$ cat config.mk
export PLATFORM = sky130hd
export DESIGN_NAME = ctis_top
export DESIGN_NICKNAME = d
export VERILOG_FILES = /design/src/common/ctis_pkg.sv /design/src/core/ctis_clk_sel.sv /design/src/core/ctis_top.sv
export VERILOG_INCLUDE_DIRS = /design/src /design/src/common
export SDC_FILE = /design/constraint.sdc
export NUM_CORES = 1
export LEC_CHECK = 0
export ABC_CLOCK_PERIOD_IN_PS = 7400
export CAP_MARGIN = 20
export CORE_UTILIZATION = 67
export CTS_CLUSTER_SIZE = 14
export DETAILED_ROUTE_END_ITERATION = 8
export DONT_BUFFER_PORTS = 1
export PLACE_DENSITY = 0.83
export SLEW_MARGIN = 30
export SYNTH_ARGS = -nofsm -noshare
export SYNTH_HDL_FRONTEND = slang
export SYNTH_SLANG_ARGS = --single-unit
$ cat constraint.sdc
create_clock -name CLK_I -period 7.4 [get_ports CLK_I]
set_clock_uncertainty 0.15 [all_clocks]
set_input_delay 0.74 -clock CLK_I [delete_from_list [all_inputs] [get_ports CLK_I]]
set_output_delay 0.74 -clock CLK_I [all_outputs]
set_load 0.02 [all_outputs]
$ cat src/common/ctis_regs.svh
// Overview of operation
// Timer stop clears ready, timer keeps running
// Break edge sets bit; break reset clears
// Rx-ready sets on push, pop clears, resets
// FIFO-full sets when full, pop clears
// Status bit 0 mirrors transmitter ready
// Interrupt low when status and mask match
// Mask gates only interrupt, not status read
// Preset written as two bytes, unreadable
// Timer square wave period twice preset
// Preset change waits for next half-period
// Read at 1110 restarts from preset
// Timer ready once per cycle; 1111 clears
// Output select drives waveform onto pin
// After reset timer mode runs continuously
// Host keeps pin deselected until configured
// Counter counts down, ready at 0000
// Counter keeps counting past terminal count
// Counter pin low at terminal, stop restores
// Counter preset applies at next start
// Live count readable as two bytes
// Host stops counter before reading halves
// Mode/clock code in aux_control bits 6:4
// Count once per synchronised source edge
`ifndef CTIS_REGS_SVH
`define CTIS_REGS_SVH

// Register addresses on the four-bit host bus
`define CTIS_ADDR_AUX_CONTROL  4'h4
`define CTIS_ADDR_IRQ_STATUS   4'h5
`define CTIS_ADDR_IRQ_MASK     4'h5
`define CTIS_ADDR_COUNT_HIGH   4'h6
`define CTIS_ADDR_COUNT_LOW    4'h7
`define CTIS_ADDR_OUTPUT_SEL   4'hD
`define CTIS_ADDR_START_CMD    4'hE
`define CTIS_ADDR_STOP_CMD     4'hF

// Field positions
`define CTIS_ACR_MODE_HI       6
`define CTIS_ACR_MODE_LO       4
`define CTIS_OUTPUT_SELECT_CFG_OP3_HI       3
`define CTIS_OUTPUT_SELECT_CFG_OP3_LO       2
`define CTIS_ISR_TX_READY      0
`define CTIS_ISR_RX_READY      1
`define CTIS_ISR_BREAK         2
`define CTIS_ISR_COUNTER       3

// Output select codes for the counter pin
`define CTIS_OP3_PORT_BIT      2'h0
`define CTIS_OP3_COUNTER       2'h1

// Reset values
`define CTIS_RST_MODE          3'h6
`define CTIS_RST_PRESET        16'h0002
`define CTIS_RST_MASK          8'h00
`define CTIS_RST_OUTPUT_SEL    2'h0

// Timing counts
`define CTIS_DIV16_LAST        4'hF
`define CTIS_COUNT_ONE         16'h0001

`endif

$ cat src/common/ctis_pkg.sv
package ctis_pkg;

	// Counter/timer operating mode, from the top bit of the mode field
	typedef enum logic {
		CTIS_COUNTER,
		CTIS_TIMER
	} ctis_mode_e;

	// Selected clock source after synchronisation
	typedef enum logic [1:0] {
		CTIS_SRC_IN2,
		CTIS_SRC_CHAN_A_TX_CLOCK,
		CTIS_SRC_CHAN_B_TX_CLOCK,
		CTIS_SRC_XTAL
	} ctis_src_e;

endpackage : ctis_pkg

$ cat src/core/ctis_clk_sel.sv
`timescale 1ns/1ps
`include "ctis_regs.svh"

module ctis_clk_sel
	import ctis_pkg::*;
#(
	parameter int NSRC = 4
) (
	input  wire logic       clk_i,
	input  wire logic       resetn_i,
	input  wire logic [NSRC-1:0] src_i,
	input  wire logic [2:0] mode_code_i,
	output logic            tick_o
);

	logic [NSRC-1:0] sync1_reg;      // First stage, read only by second stage
	logic [NSRC-1:0] sync2_reg;      // Second stage, safe to use
	logic [NSRC-1:0] prev_reg;       // Delayed copy for edge detect
	logic [NSRC-1:0] rise;           // One-cycle rising edge strobes
	logic [3:0]      div_in2_reg;    // Divide-by-16 prescaler for input two
	logic [3:0]      div_xtal_reg;   // Divide-by-16 prescaler for crystal
	logic            in2_div16;
	logic            xtal_div16;
	ctis_src_e       src;

	// Two-flop synchroniser and edge detector for each asynchronous source
	genvar g;
	generate
		for (g = 0; g < NSRC; g++) begin : g_sync
			always_ff @(posedge clk_i or negedge resetn_i) begin
				if (!resetn_i) begin
					sync1_reg[g] <= 1'b0;
					sync2_reg[g] <= 1'b0;
					prev_reg[g]  <= 1'b0;
				end else begin
					sync1_reg[g] <= src_i[g];
					sync2_reg[g] <= sync1_reg[g];
					prev_reg[g]  <= sync2_reg[g];
				end
			end
			assign rise[g] = sync2_reg[g] & ~prev_reg[g];
		end
	endgenerate

	// Prescalers count source edges; sixteenth edge gives a tick
	always_ff @(posedge clk_i or negedge resetn_i) begin
		if (!resetn_i) begin
			div_in2_reg  <= 4'h0;
			div_xtal_reg <= 4'h0;
		end else begin
			div_in2_reg  <= rise[CTIS_SRC_IN2] ? div_in2_reg + 4'h1 : div_in2_reg;
			div_xtal_reg <= rise[CTIS_SRC_XTAL] ? div_xtal_reg + 4'h1 : div_xtal_reg;
		end
	end

	assign in2_div16  = rise[CTIS_SRC_IN2] & (div_in2_reg == `CTIS_DIV16_LAST);
	assign xtal_div16 = rise[CTIS_SRC_XTAL] & (div_xtal_reg == `CTIS_DIV16_LAST);
	assign src        = ctis_src_e'(mode_code_i[1:0]);

	// Mode/clock selection table
	always_comb begin
		case (mode_code_i)
			3'h0:    tick_o = rise[CTIS_SRC_IN2];
			3'h1:    tick_o = rise[CTIS_SRC_CHAN_A_TX_CLOCK];
			3'h2:    tick_o = rise[CTIS_SRC_CHAN_B_TX_CLOCK];
			3'h3:    tick_o = xtal_div16;
			3'h4:    tick_o = rise[CTIS_SRC_IN2];
			3'h5:    tick_o = in2_div16;
			3'h6:    tick_o = rise[CTIS_SRC_XTAL];
			3'h7:    tick_o = (src == CTIS_SRC_XTAL) & xtal_div16;
			default: tick_o = 1'b0;
		endcase
	end

endmodule : ctis_clk_sel

$ cat src/core/ctis_top.sv
`timescale 1ns/1ps
`include "ctis_regs.svh"

module ctis_top
	import ctis_pkg::*;
(
	input  wire logic       CLK_I,            // 25 MHz device clock
	input  wire logic       RESETN_I,         // Asynchronous reset, active low
	// Host register bus, synchronous to CLK_I
	input  wire logic       RD_I,             // One-cycle read strobe
	input  wire logic       WR_I,             // One-cycle write strobe
	input  wire logic [3:0] ADDR_I,           // Register address
	input  wire logic [7:0] WDATA_I,          // Write data
	output logic      [7:0] RDATA_O,          // Registered read data
	output logic            RVALID_O,         // Read data valid, one cycle
	// Counter/timer clock sources, asynchronous pins
	input  wire logic       EXT_IN2_I,        // ext_input_two
	input  wire logic       CHA_TXC_I,        // chan_a_tx_clock
	input  wire logic       CHB_TXC_I,        // chan_b_tx_clock
	input  wire logic       XTAL_CLK_I,       // crystal_clock
	// Channel A receiver and transmitter status, same clock domain
	input  wire logic       CHA_BREAK_EDGE_I, // Break start or end seen, pulse
	input  wire logic       CHA_BREAK_RST_I,  // Reset break change command, pulse
	input  wire logic       CHA_RX_PUSH_I,    // Character moved into FIFO, pulse
	input  wire logic       CHA_RX_POP_I,     // rx_holding read, pulse
	input  wire logic       CHA_FIFO_NONEMPTY_I, // FIFO holds a character after pop
	input  wire logic       CHA_FIFO_FULL_I,  // All three FIFO positions occupied
	input  wire logic       CHA_FFULL_SEL_I,  // chan_a_mode_one bit 6
	input  wire logic       CHA_TX_READY_I,   // chan_a_status transmitter ready
	input  wire logic       OUT_PORT_BIT3_I,  // Output port latch bit 3
	// Outputs
	output logic            CT_PIN_O,         // ct_output_pin level when driven
	output logic            CT_PIN_OE_O,      // ct_output_pin drive enable
	output logic            IRQ_N_O           // irq_out_n, active low
);

	// Host-visible control state
	// None of these read back; software keeps its own copies
	logic [2:0]  mode_code_reg;      // aux_control bits 6:4
	logic [1:0]  out_sel_reg;        // output_select_cfg bits 3:2
	logic [7:0]  irq_mask_reg;       // irq_mask
	logic [7:0]  preset_high_reg;    // count_preset_high, write-only
	logic [7:0]  preset_low_reg;     // count_preset_low, write-only
	logic [7:0]  rdata_reg;
	logic        rvalid_reg;

	// Counter/timer state
	// count_reg doubles as the live count that the host reads
	logic [15:0] count_reg;
	logic [15:0] count_next;
	logic        wave_reg;           // Timer square wave, high half first
	logic        wave_next;
	logic        running_reg;        // Counter mode counting
	logic        running_next;
	logic        ct_ready_reg;       // Counter ready status
	logic        ct_ready_next;

	// Channel A status bits
	// Set by receiver events, cleared by commands or holding reads
	logic        break_chg_reg;
	logic        rx_flag_reg;
	logic        rx_flag_next;
	logic        pop_pending_reg;    // Pop seen, re-arm next cycle if data left

	// Decoded bus actions
	// Single-cycle strobes, one per bus access
	logic        wr_aux;
	logic        wr_aux_cnt;         // Mode write that selects counter mode
	logic        wr_mask;
	logic        wr_high;
	logic        wr_low;
	logic        wr_opsel;
	logic        cmd_start;
	logic        cmd_stop;
	logic        rd_status;
	logic        rd_high;
	logic        rd_low;
	logic        tick;
	logic        at_one;
	logic [15:0] preset;
	logic [7:0]  irq_status;
	logic [7:0]  rd_mux;
	logic        ct_wave;
	ctis_mode_e  mode;

	// Address decode; reads and writes share addresses with distinct meaning
	// Start and stop are reads with side effects, so a stray read of
	// either command address restarts the counter/timer or stops the counter
	assign wr_aux    = WR_I & (ADDR_I == `CTIS_ADDR_AUX_CONTROL);
	assign wr_mask   = WR_I & (ADDR_I == `CTIS_ADDR_IRQ_MASK);
	assign wr_high   = WR_I & (ADDR_I == `CTIS_ADDR_COUNT_HIGH);
	assign wr_low    = WR_I & (ADDR_I == `CTIS_ADDR_COUNT_LOW);
	assign wr_opsel  = WR_I & (ADDR_I == `CTIS_ADDR_OUTPUT_SEL);
	assign cmd_start = RD_I & (ADDR_I == `CTIS_ADDR_START_CMD);
	assign cmd_stop  = RD_I & (ADDR_I == `CTIS_ADDR_STOP_CMD);
	assign rd_status = RD_I & (ADDR_I == `CTIS_ADDR_IRQ_STATUS);
	assign rd_high   = RD_I & (ADDR_I == `CTIS_ADDR_COUNT_HIGH);
	assign rd_low    = RD_I & (ADDR_I == `CTIS_ADDR_COUNT_LOW);
	// Entering counter mode parks the counter until the next start
	assign wr_aux_cnt = wr_aux & ~WDATA_I[`CTIS_ACR_MODE_HI];

	// Preset as one word; mode from the top bit of the mode field
	// Reload is a tick seen at one, so a half-period spans preset ticks
	assign preset = {preset_high_reg, preset_low_reg};
	assign mode   = ctis_mode_e'(mode_code_reg[2]);
	assign at_one = (count_reg == `CTIS_COUNT_ONE);

	// Clock source selection and synchronisation
	// Each source passes two flops and an edge detector, so a tick
	// trails its pin edge by about two device clocks; sources must
	// stay below half the device clock or edges are lost
	ctis_clk_sel #(
		.NSRC        (4)
	) u_clk_sel (
		.clk_i       (CLK_I),
		.resetn_i    (RESETN_I),
		.src_i       ({XTAL_CLK_I, CHB_TXC_I, CHA_TXC_I, EXT_IN2_I}),
		.mode_code_i (mode_code_reg),
		.tick_o      (tick)
	);

	// Write-only configuration registers
	// Presets are copied into the count only at a reload, which keeps
	// a half-period in progress undisturbed
	always_ff @(posedge CLK_I or negedge RESETN_I) begin
		if (!RESETN_I) begin
			mode_code_reg   <= `CTIS_RST_MODE;
			out_sel_reg     <= `CTIS_RST_OUTPUT_SEL;
			irq_mask_reg    <= `CTIS_RST_MASK;
			// Reset preset matches the reset count
			preset_high_reg <= 8'(`CTIS_RST_PRESET >> 8);
			preset_low_reg  <= 8'(`CTIS_RST_PRESET);
		end else begin
			if (wr_aux)
				mode_code_reg <= WDATA_I[`CTIS_ACR_MODE_HI:`CTIS_ACR_MODE_LO];
			if (wr_opsel)
				out_sel_reg <= WDATA_I[`CTIS_OUTPUT_SELECT_CFG_OP3_HI:`CTIS_OUTPUT_SELECT_CFG_OP3_LO];
			if (wr_mask)
				irq_mask_reg <= WDATA_I;
			if (wr_high)
				preset_high_reg <= WDATA_I;
			if (wr_low)
				preset_low_reg <= WDATA_I;
		end
	end

	// Counter/timer next state
	// Stop is applied first and a tick later, so a ready set in the
	// same cycle as a stop wins and no wave cycle goes unreported
	always_comb begin
		count_next    = count_reg;
		wave_next     = wave_reg;
		running_next  = running_reg;
		ct_ready_next = ct_ready_reg;
		if (cmd_stop) begin
			// Timer ignores stop apart from the flag; counter halts
			ct_ready_next = 1'b0;
			if (mode == CTIS_COUNTER) begin
				running_next = 1'b0;
				wave_next    = 1'b1;
			end
		end
		if (cmd_start) begin
			// Abandon the cycle in progress and reload
			count_next   = preset;
			wave_next    = 1'b1;
			running_next = 1'b1;
		end else if (tick) begin
			case (mode)
				CTIS_TIMER: begin
					if (at_one) begin
						// Preset sampled only at the half-period boundary
						count_next = preset;
						wave_next  = ~wave_reg;
						// Wave returning high closes one full cycle
						if (!wave_reg)
							ct_ready_next = 1'b1;
					end else begin
						count_next = count_reg - `CTIS_COUNT_ONE;
					end
				end
				CTIS_COUNTER: begin
					if (running_reg) begin
						// Wraps through zero and keeps going
						count_next = count_reg - `CTIS_COUNT_ONE;
						// Leaving one means the count has reached zero
						if (at_one) begin
							ct_ready_next = 1'b1;
							wave_next     = 1'b0;
						end
					end
				end
				default: count_next = count_reg;
			endcase
		end
		if (wr_aux_cnt) begin
			// Counter mode waits for a start with its pin high
			running_next = 1'b0;
			wave_next    = 1'b1;
		end
	end

	// Counter/timer registers; reset leaves the timer running
	// Reset count equals the reset preset so the first half-period is full
	always_ff @(posedge CLK_I or negedge RESETN_I) begin
		if (!RESETN_I) begin
			count_reg    <= `CTIS_RST_PRESET;
			wave_reg     <= 1'b1;
			running_reg  <= 1'b1;
			ct_ready_reg <= 1'b0;
		end else begin
			count_reg    <= count_next;
			wave_reg     <= wave_next;
			running_reg  <= running_next;
			ct_ready_reg <= ct_ready_next;
		end
	end

	// Receive status: pop clears, a push in the same cycle wins
	// In receiver-ready mode a pop leaves the bit low for one cycle
	// before it sets again, so software sees the pop with data left
	always_comb begin
		rx_flag_next = rx_flag_reg;
		if (CHA_RX_POP_I)
			rx_flag_next = 1'b0;
		if (pop_pending_reg && !CHA_FFULL_SEL_I && CHA_FIFO_NONEMPTY_I)
			rx_flag_next = 1'b1;
		if (CHA_RX_PUSH_I && (!CHA_FFULL_SEL_I || CHA_FIFO_FULL_I))
			rx_flag_next = 1'b1;
	end

	// Channel A status flags
	// Pop is remembered one cycle so the FIFO state after the pop is used
	always_ff @(posedge CLK_I or negedge RESETN_I) begin
		if (!RESETN_I) begin
			break_chg_reg   <= 1'b0;
			rx_flag_reg     <= 1'b0;
			pop_pending_reg <= 1'b0;
		end else begin
			// Edge detection beats a simultaneous reset command
			break_chg_reg   <= CHA_BREAK_EDGE_I | (break_chg_reg & ~CHA_BREAK_RST_I);
			rx_flag_reg     <= rx_flag_next;
			pop_pending_reg <= CHA_RX_POP_I;
		end
	end

	// Status word; upper four bits belong to other blocks and read zero
	// Tx ready is taken straight from its input, so it follows at once
	always_comb begin
		irq_status = 8'h00;
		irq_status[`CTIS_ISR_TX_READY] = CHA_TX_READY_I;
		irq_status[`CTIS_ISR_RX_READY] = rx_flag_reg;
		irq_status[`CTIS_ISR_BREAK]    = break_chg_reg;
		irq_status[`CTIS_ISR_COUNTER]  = ct_ready_reg;
	end

	// Read multiplexer; status is never masked, presets never read back
	// Count halves are live; software should stop the counter between reads
	assign rd_mux = rd_status ? irq_status :
	                rd_high   ? count_reg[15:8] :
	                rd_low    ? count_reg[7:0]  :
	                8'h00;

	// Registered read port
	// Read data is zero outside the valid cycle
	always_ff @(posedge CLK_I or negedge RESETN_I) begin
		if (!RESETN_I) begin
			rdata_reg  <= 8'h00;
			rvalid_reg <= 1'b0;
		end else begin
			rdata_reg  <= RD_I ? rd_mux : 8'h00;
			rvalid_reg <= RD_I;
		end
	end

	assign RDATA_O  = rdata_reg;
	assign RVALID_O = rvalid_reg;

	// Interrupt: any unmasked status bit pulls the line low
	// Mask acts here only; status reads and the pin ignore it
	assign IRQ_N_O = ~|(irq_status & irq_mask_reg);

	// Counter pin: open-collector when showing the counter/timer
	// Drive enable follows the low phase of the wave; the wire's
	// pull-up supplies the high phase
	assign ct_wave = wave_reg;
	always_comb begin
		case (out_sel_reg)
			`CTIS_OP3_PORT_BIT: begin
				CT_PIN_O    = ~OUT_PORT_BIT3_I;
				CT_PIN_OE_O = 1'b1;
			end
			`CTIS_OP3_COUNTER: begin
				CT_PIN_O    = 1'b0;
				CT_PIN_OE_O = ~ct_wave;
			end
			default: begin
				// Channel B clock outputs live elsewhere; pin released
				CT_PIN_O    = 1'b0;
				CT_PIN_OE_O = 1'b0;
			end
		endcase
	end

endmodule : ctis_top

==> flow_summary.toml <==
[status]
outcome = "finished, final reports clean"

[worst_setup_path]
path_max_fanout = 10
slowest_stage = "o21ai_1"
critPathMaxStageDelay_ps = 860
end_kind = "flip-flop"
worstPathArrival_ps = 3010
required_ps = 7520
critPathKind = "reg -> reg"
cp-start-kind = "flip-flop"
crit_chain = "nor2b_1 -> a21boi_0 -> o22ai_1 -> o21ai_1 -> mux2_2"

[placement]
gp_congestion = 0.952
hpwl_um = 5380
io_buffers = 0

[timing]
final-setup-viol-count = 0
drv_slew = 0
rsz0062_at_grt = "false"
fin_crit_sh = 0.390
setup_tns_ps = 0
period_minus_slack_ps = 2890
hold_ws_ps = 77.7
tightestPinTransition_ps = 975
max_freq_ghz = 0.346
hold_violations = 0
relSlewSlack = 0.346

[logic_synthesis]
synth.avg_cell_area_um2 = 11.2
synth_edf_count = 0
synth_nets = 336
postSynthCellCount = 303
async_reset_ff_frac = 1.00
yosysWarnings = 0
ys_seq_area_frac = 0.560
synth-seq-cells = 76
ys.flop_type = "dfrtp_1"
synth_area_mm2 = 0.00341
synth_cell_types = 49

[cells_and_area]
finalNetCount = 344
areaGrowthSynthToFinish_pct = 7.89
drive_gt1_frac = 0.180
final_cell_mix = "dfrtp_1 (70), nor2_1 (30), mux2_2 (29)"
insertedDiodeCount = 0
largest_reg_flops = 16
final_common_cell = "dfrtp_1"
fillers = 344

[floorplan]
die_y_um = 73.3
start_util = 0.708
row_count = 25
top_level_ports = 41
core-area_mm2 = 0.00482
fp.dieArea_mm2 = 0.00538
die_w_um = 73.3

[route]
drc = 0
vias = 2576
vias_per_cell = 6.73
first_pass_iters = 5
route.detailed.wl_per_inst_um = 20.6
wirelength_um = 7880
drtIter0Drc = 291
ant_nets = 0

[power_and_ir_drop]
p_int_w = 0.000752
p_sw_w = 0.000367
ir_drop_mv = 0.197
p_seq_frac = 0.566
p_sw_frac = 0.328
power_density_mw_per_mm2 = 304
p_leak_nw = 1.49
power_frac_comb = 0.200
power_w = 0.00112
power_frac_clock = 0.234

[clock_network]
clk_latency_ps = 350
clockRootBuffer = "clkbuf_8"
htree_levels = 3
cts_made_buffers = 9
post_cts_buffers = 0
cts_tree = "built"
cts.path.max_buffers = 2
clock-sinks = 76
clk_pin_slew_ps = 80

[global_route]
track_usage = 0.326
antenna_found_initial = 0
grt_max_degree = 71
grt_first_pass_wirelength_um = 12700
grt_pass1_vias = 2495
grt-ovfl-total = 0

[run]
timing.max_cap.violations = 0

[min_path]
hp-class = "in -> async"
==> worst max-delay path: cells and delay by family, from the launching register on <==
family,cells,cell delay (ps)
DFF,1,370
and+or+nand+nor,1,360
muxes,1,410
AOI/OAI and AO/OA,3,1520
==> cell usage after synthesis (all sizes together) (4+ instances only) <==
cell type | number | area share
nand3 | 10 | 0.015
o21ai | 18 | 0.026
nand2 | 16 | 0.018
nor3 | 10 | 0.015
dfrtp | 70 | 0.51
ha | 4 | 0.015
mux2 | 29 | 0.096
nor2 | 30 | 0.033
xnor2 | 5 | 0.013
a22o | 5 | 0.013
dfstp | 6 | 0.046
clkbuf | 5 | 0.0055
a31oi | 4 | 0.0073
nor2b | 7 | 0.013
inv | 8 | 0.0088
nand4 | 5 | 0.0092
a21oi | 19 | 0.028
or2 | 4 | 0.0073
==> power by group through the flow <==
stage	logic [W]	clock network [W]	registers, W
finish	0.000224	0.000262	0.000633
floorplan	0.000179	0	0.000594
detailed placement	0.000213	0	0.000636
CTS	0.000222	0.000264	0.000629
global placement	0.000203	0	0.000629
global route	0.000246	0.000283	0.000644
==> path summary, 6_finish.rpt <==
check,end,slack [ps],depth (start not counted),startpoint
min reg2reg,u_clk_sel.sync2_reg[3]$_DFF_PN0_,200,0,u_clk_sel.sync1_reg[3]$_DFF_PN0_
min,mode_code_reg[1]$_DFFE_PN1P_,80,0,RESETN_I
max in group asynchronous,irq_mask_reg[0]$_DFFE_PN0P_,6710,1,RESETN_I
max,count_reg[1]$_DFFE_PN1P_,4510,5,u_clk_sel.prev_reg[0]$_DFF_PN0_
max reg2reg,count_reg[1]$_DFFE_PN1P_,4510,5,u_clk_sel.prev_reg[0]$_DFF_PN0_
min in group CLK_I,u_clk_sel.sync2_reg[3]$_DFF_PN0_,200,0,u_clk_sel.sync1_reg[3]$_DFF_PN0_
==> repair_timing <==
item,4_1_cts,5_1_grt
resized for setup,0,0
hold buffers,1,0
hold endpoints to repair,70,0
==> routing by layer <==
| metal | global-route usage | vias to the layer above | part of all wire |
|---|---|---|---|
| met2 | 0.490 | 139 | 0.48 |
| met3 | 0.0590 | 13 | 0.085 |
| met5 | 0 | - | 0 |
| li1 | - | 1143 | - |
| met1 | 0.480 | 1281 | 0.43 |
| met4 | 0.115 | 0 | 0.014 |
==> area by class of cell <==
class	instances	area (µm²)	share of cell area
clock buffers	13	139	0.0378
clock inverters	3	15.0	0.00408
inverters	8	30.0	0.00817
multi-input cells	214	1470	0.398
flip-flops and latches	76	1910	0.519
well taps	67	83.8	0.0228
repair buffers	2	35.0	0.00953
==> metrics by stage <==
step           instance area (µm²)  instances  setup WS, ps  utilization
2_1_floorplan                 3410        303          4950            -
3_3_place_gp                  3490        366          4600        0.724
3_5_place_dp                  3500        366          4580        0.726
4_1_cts                       3680        383          4560        0.763
5_1_grt                       3680        383          4250        0.763
6_report                      3680        383          4510        0.763
==> cells by family (layout without fill, tap and decap cells) <==
kind of cell             Yosys count  after routing  share of synthesized area
multiplexers                      29             29                     0.0958
XOR/XNOR                           7              7                     0.0180
adder cells (fa/ha/maj)            4              4                     0.0147
AO/OA/AOI/OAI                     76             76                      0.151
flip-flops                        76             76                      0.560
buffers and inverters             13             26                     0.0143
AND/OR/NAND/NOR                   98             98                      0.146
Note: power is estimated with default switching activity, not from simulation.
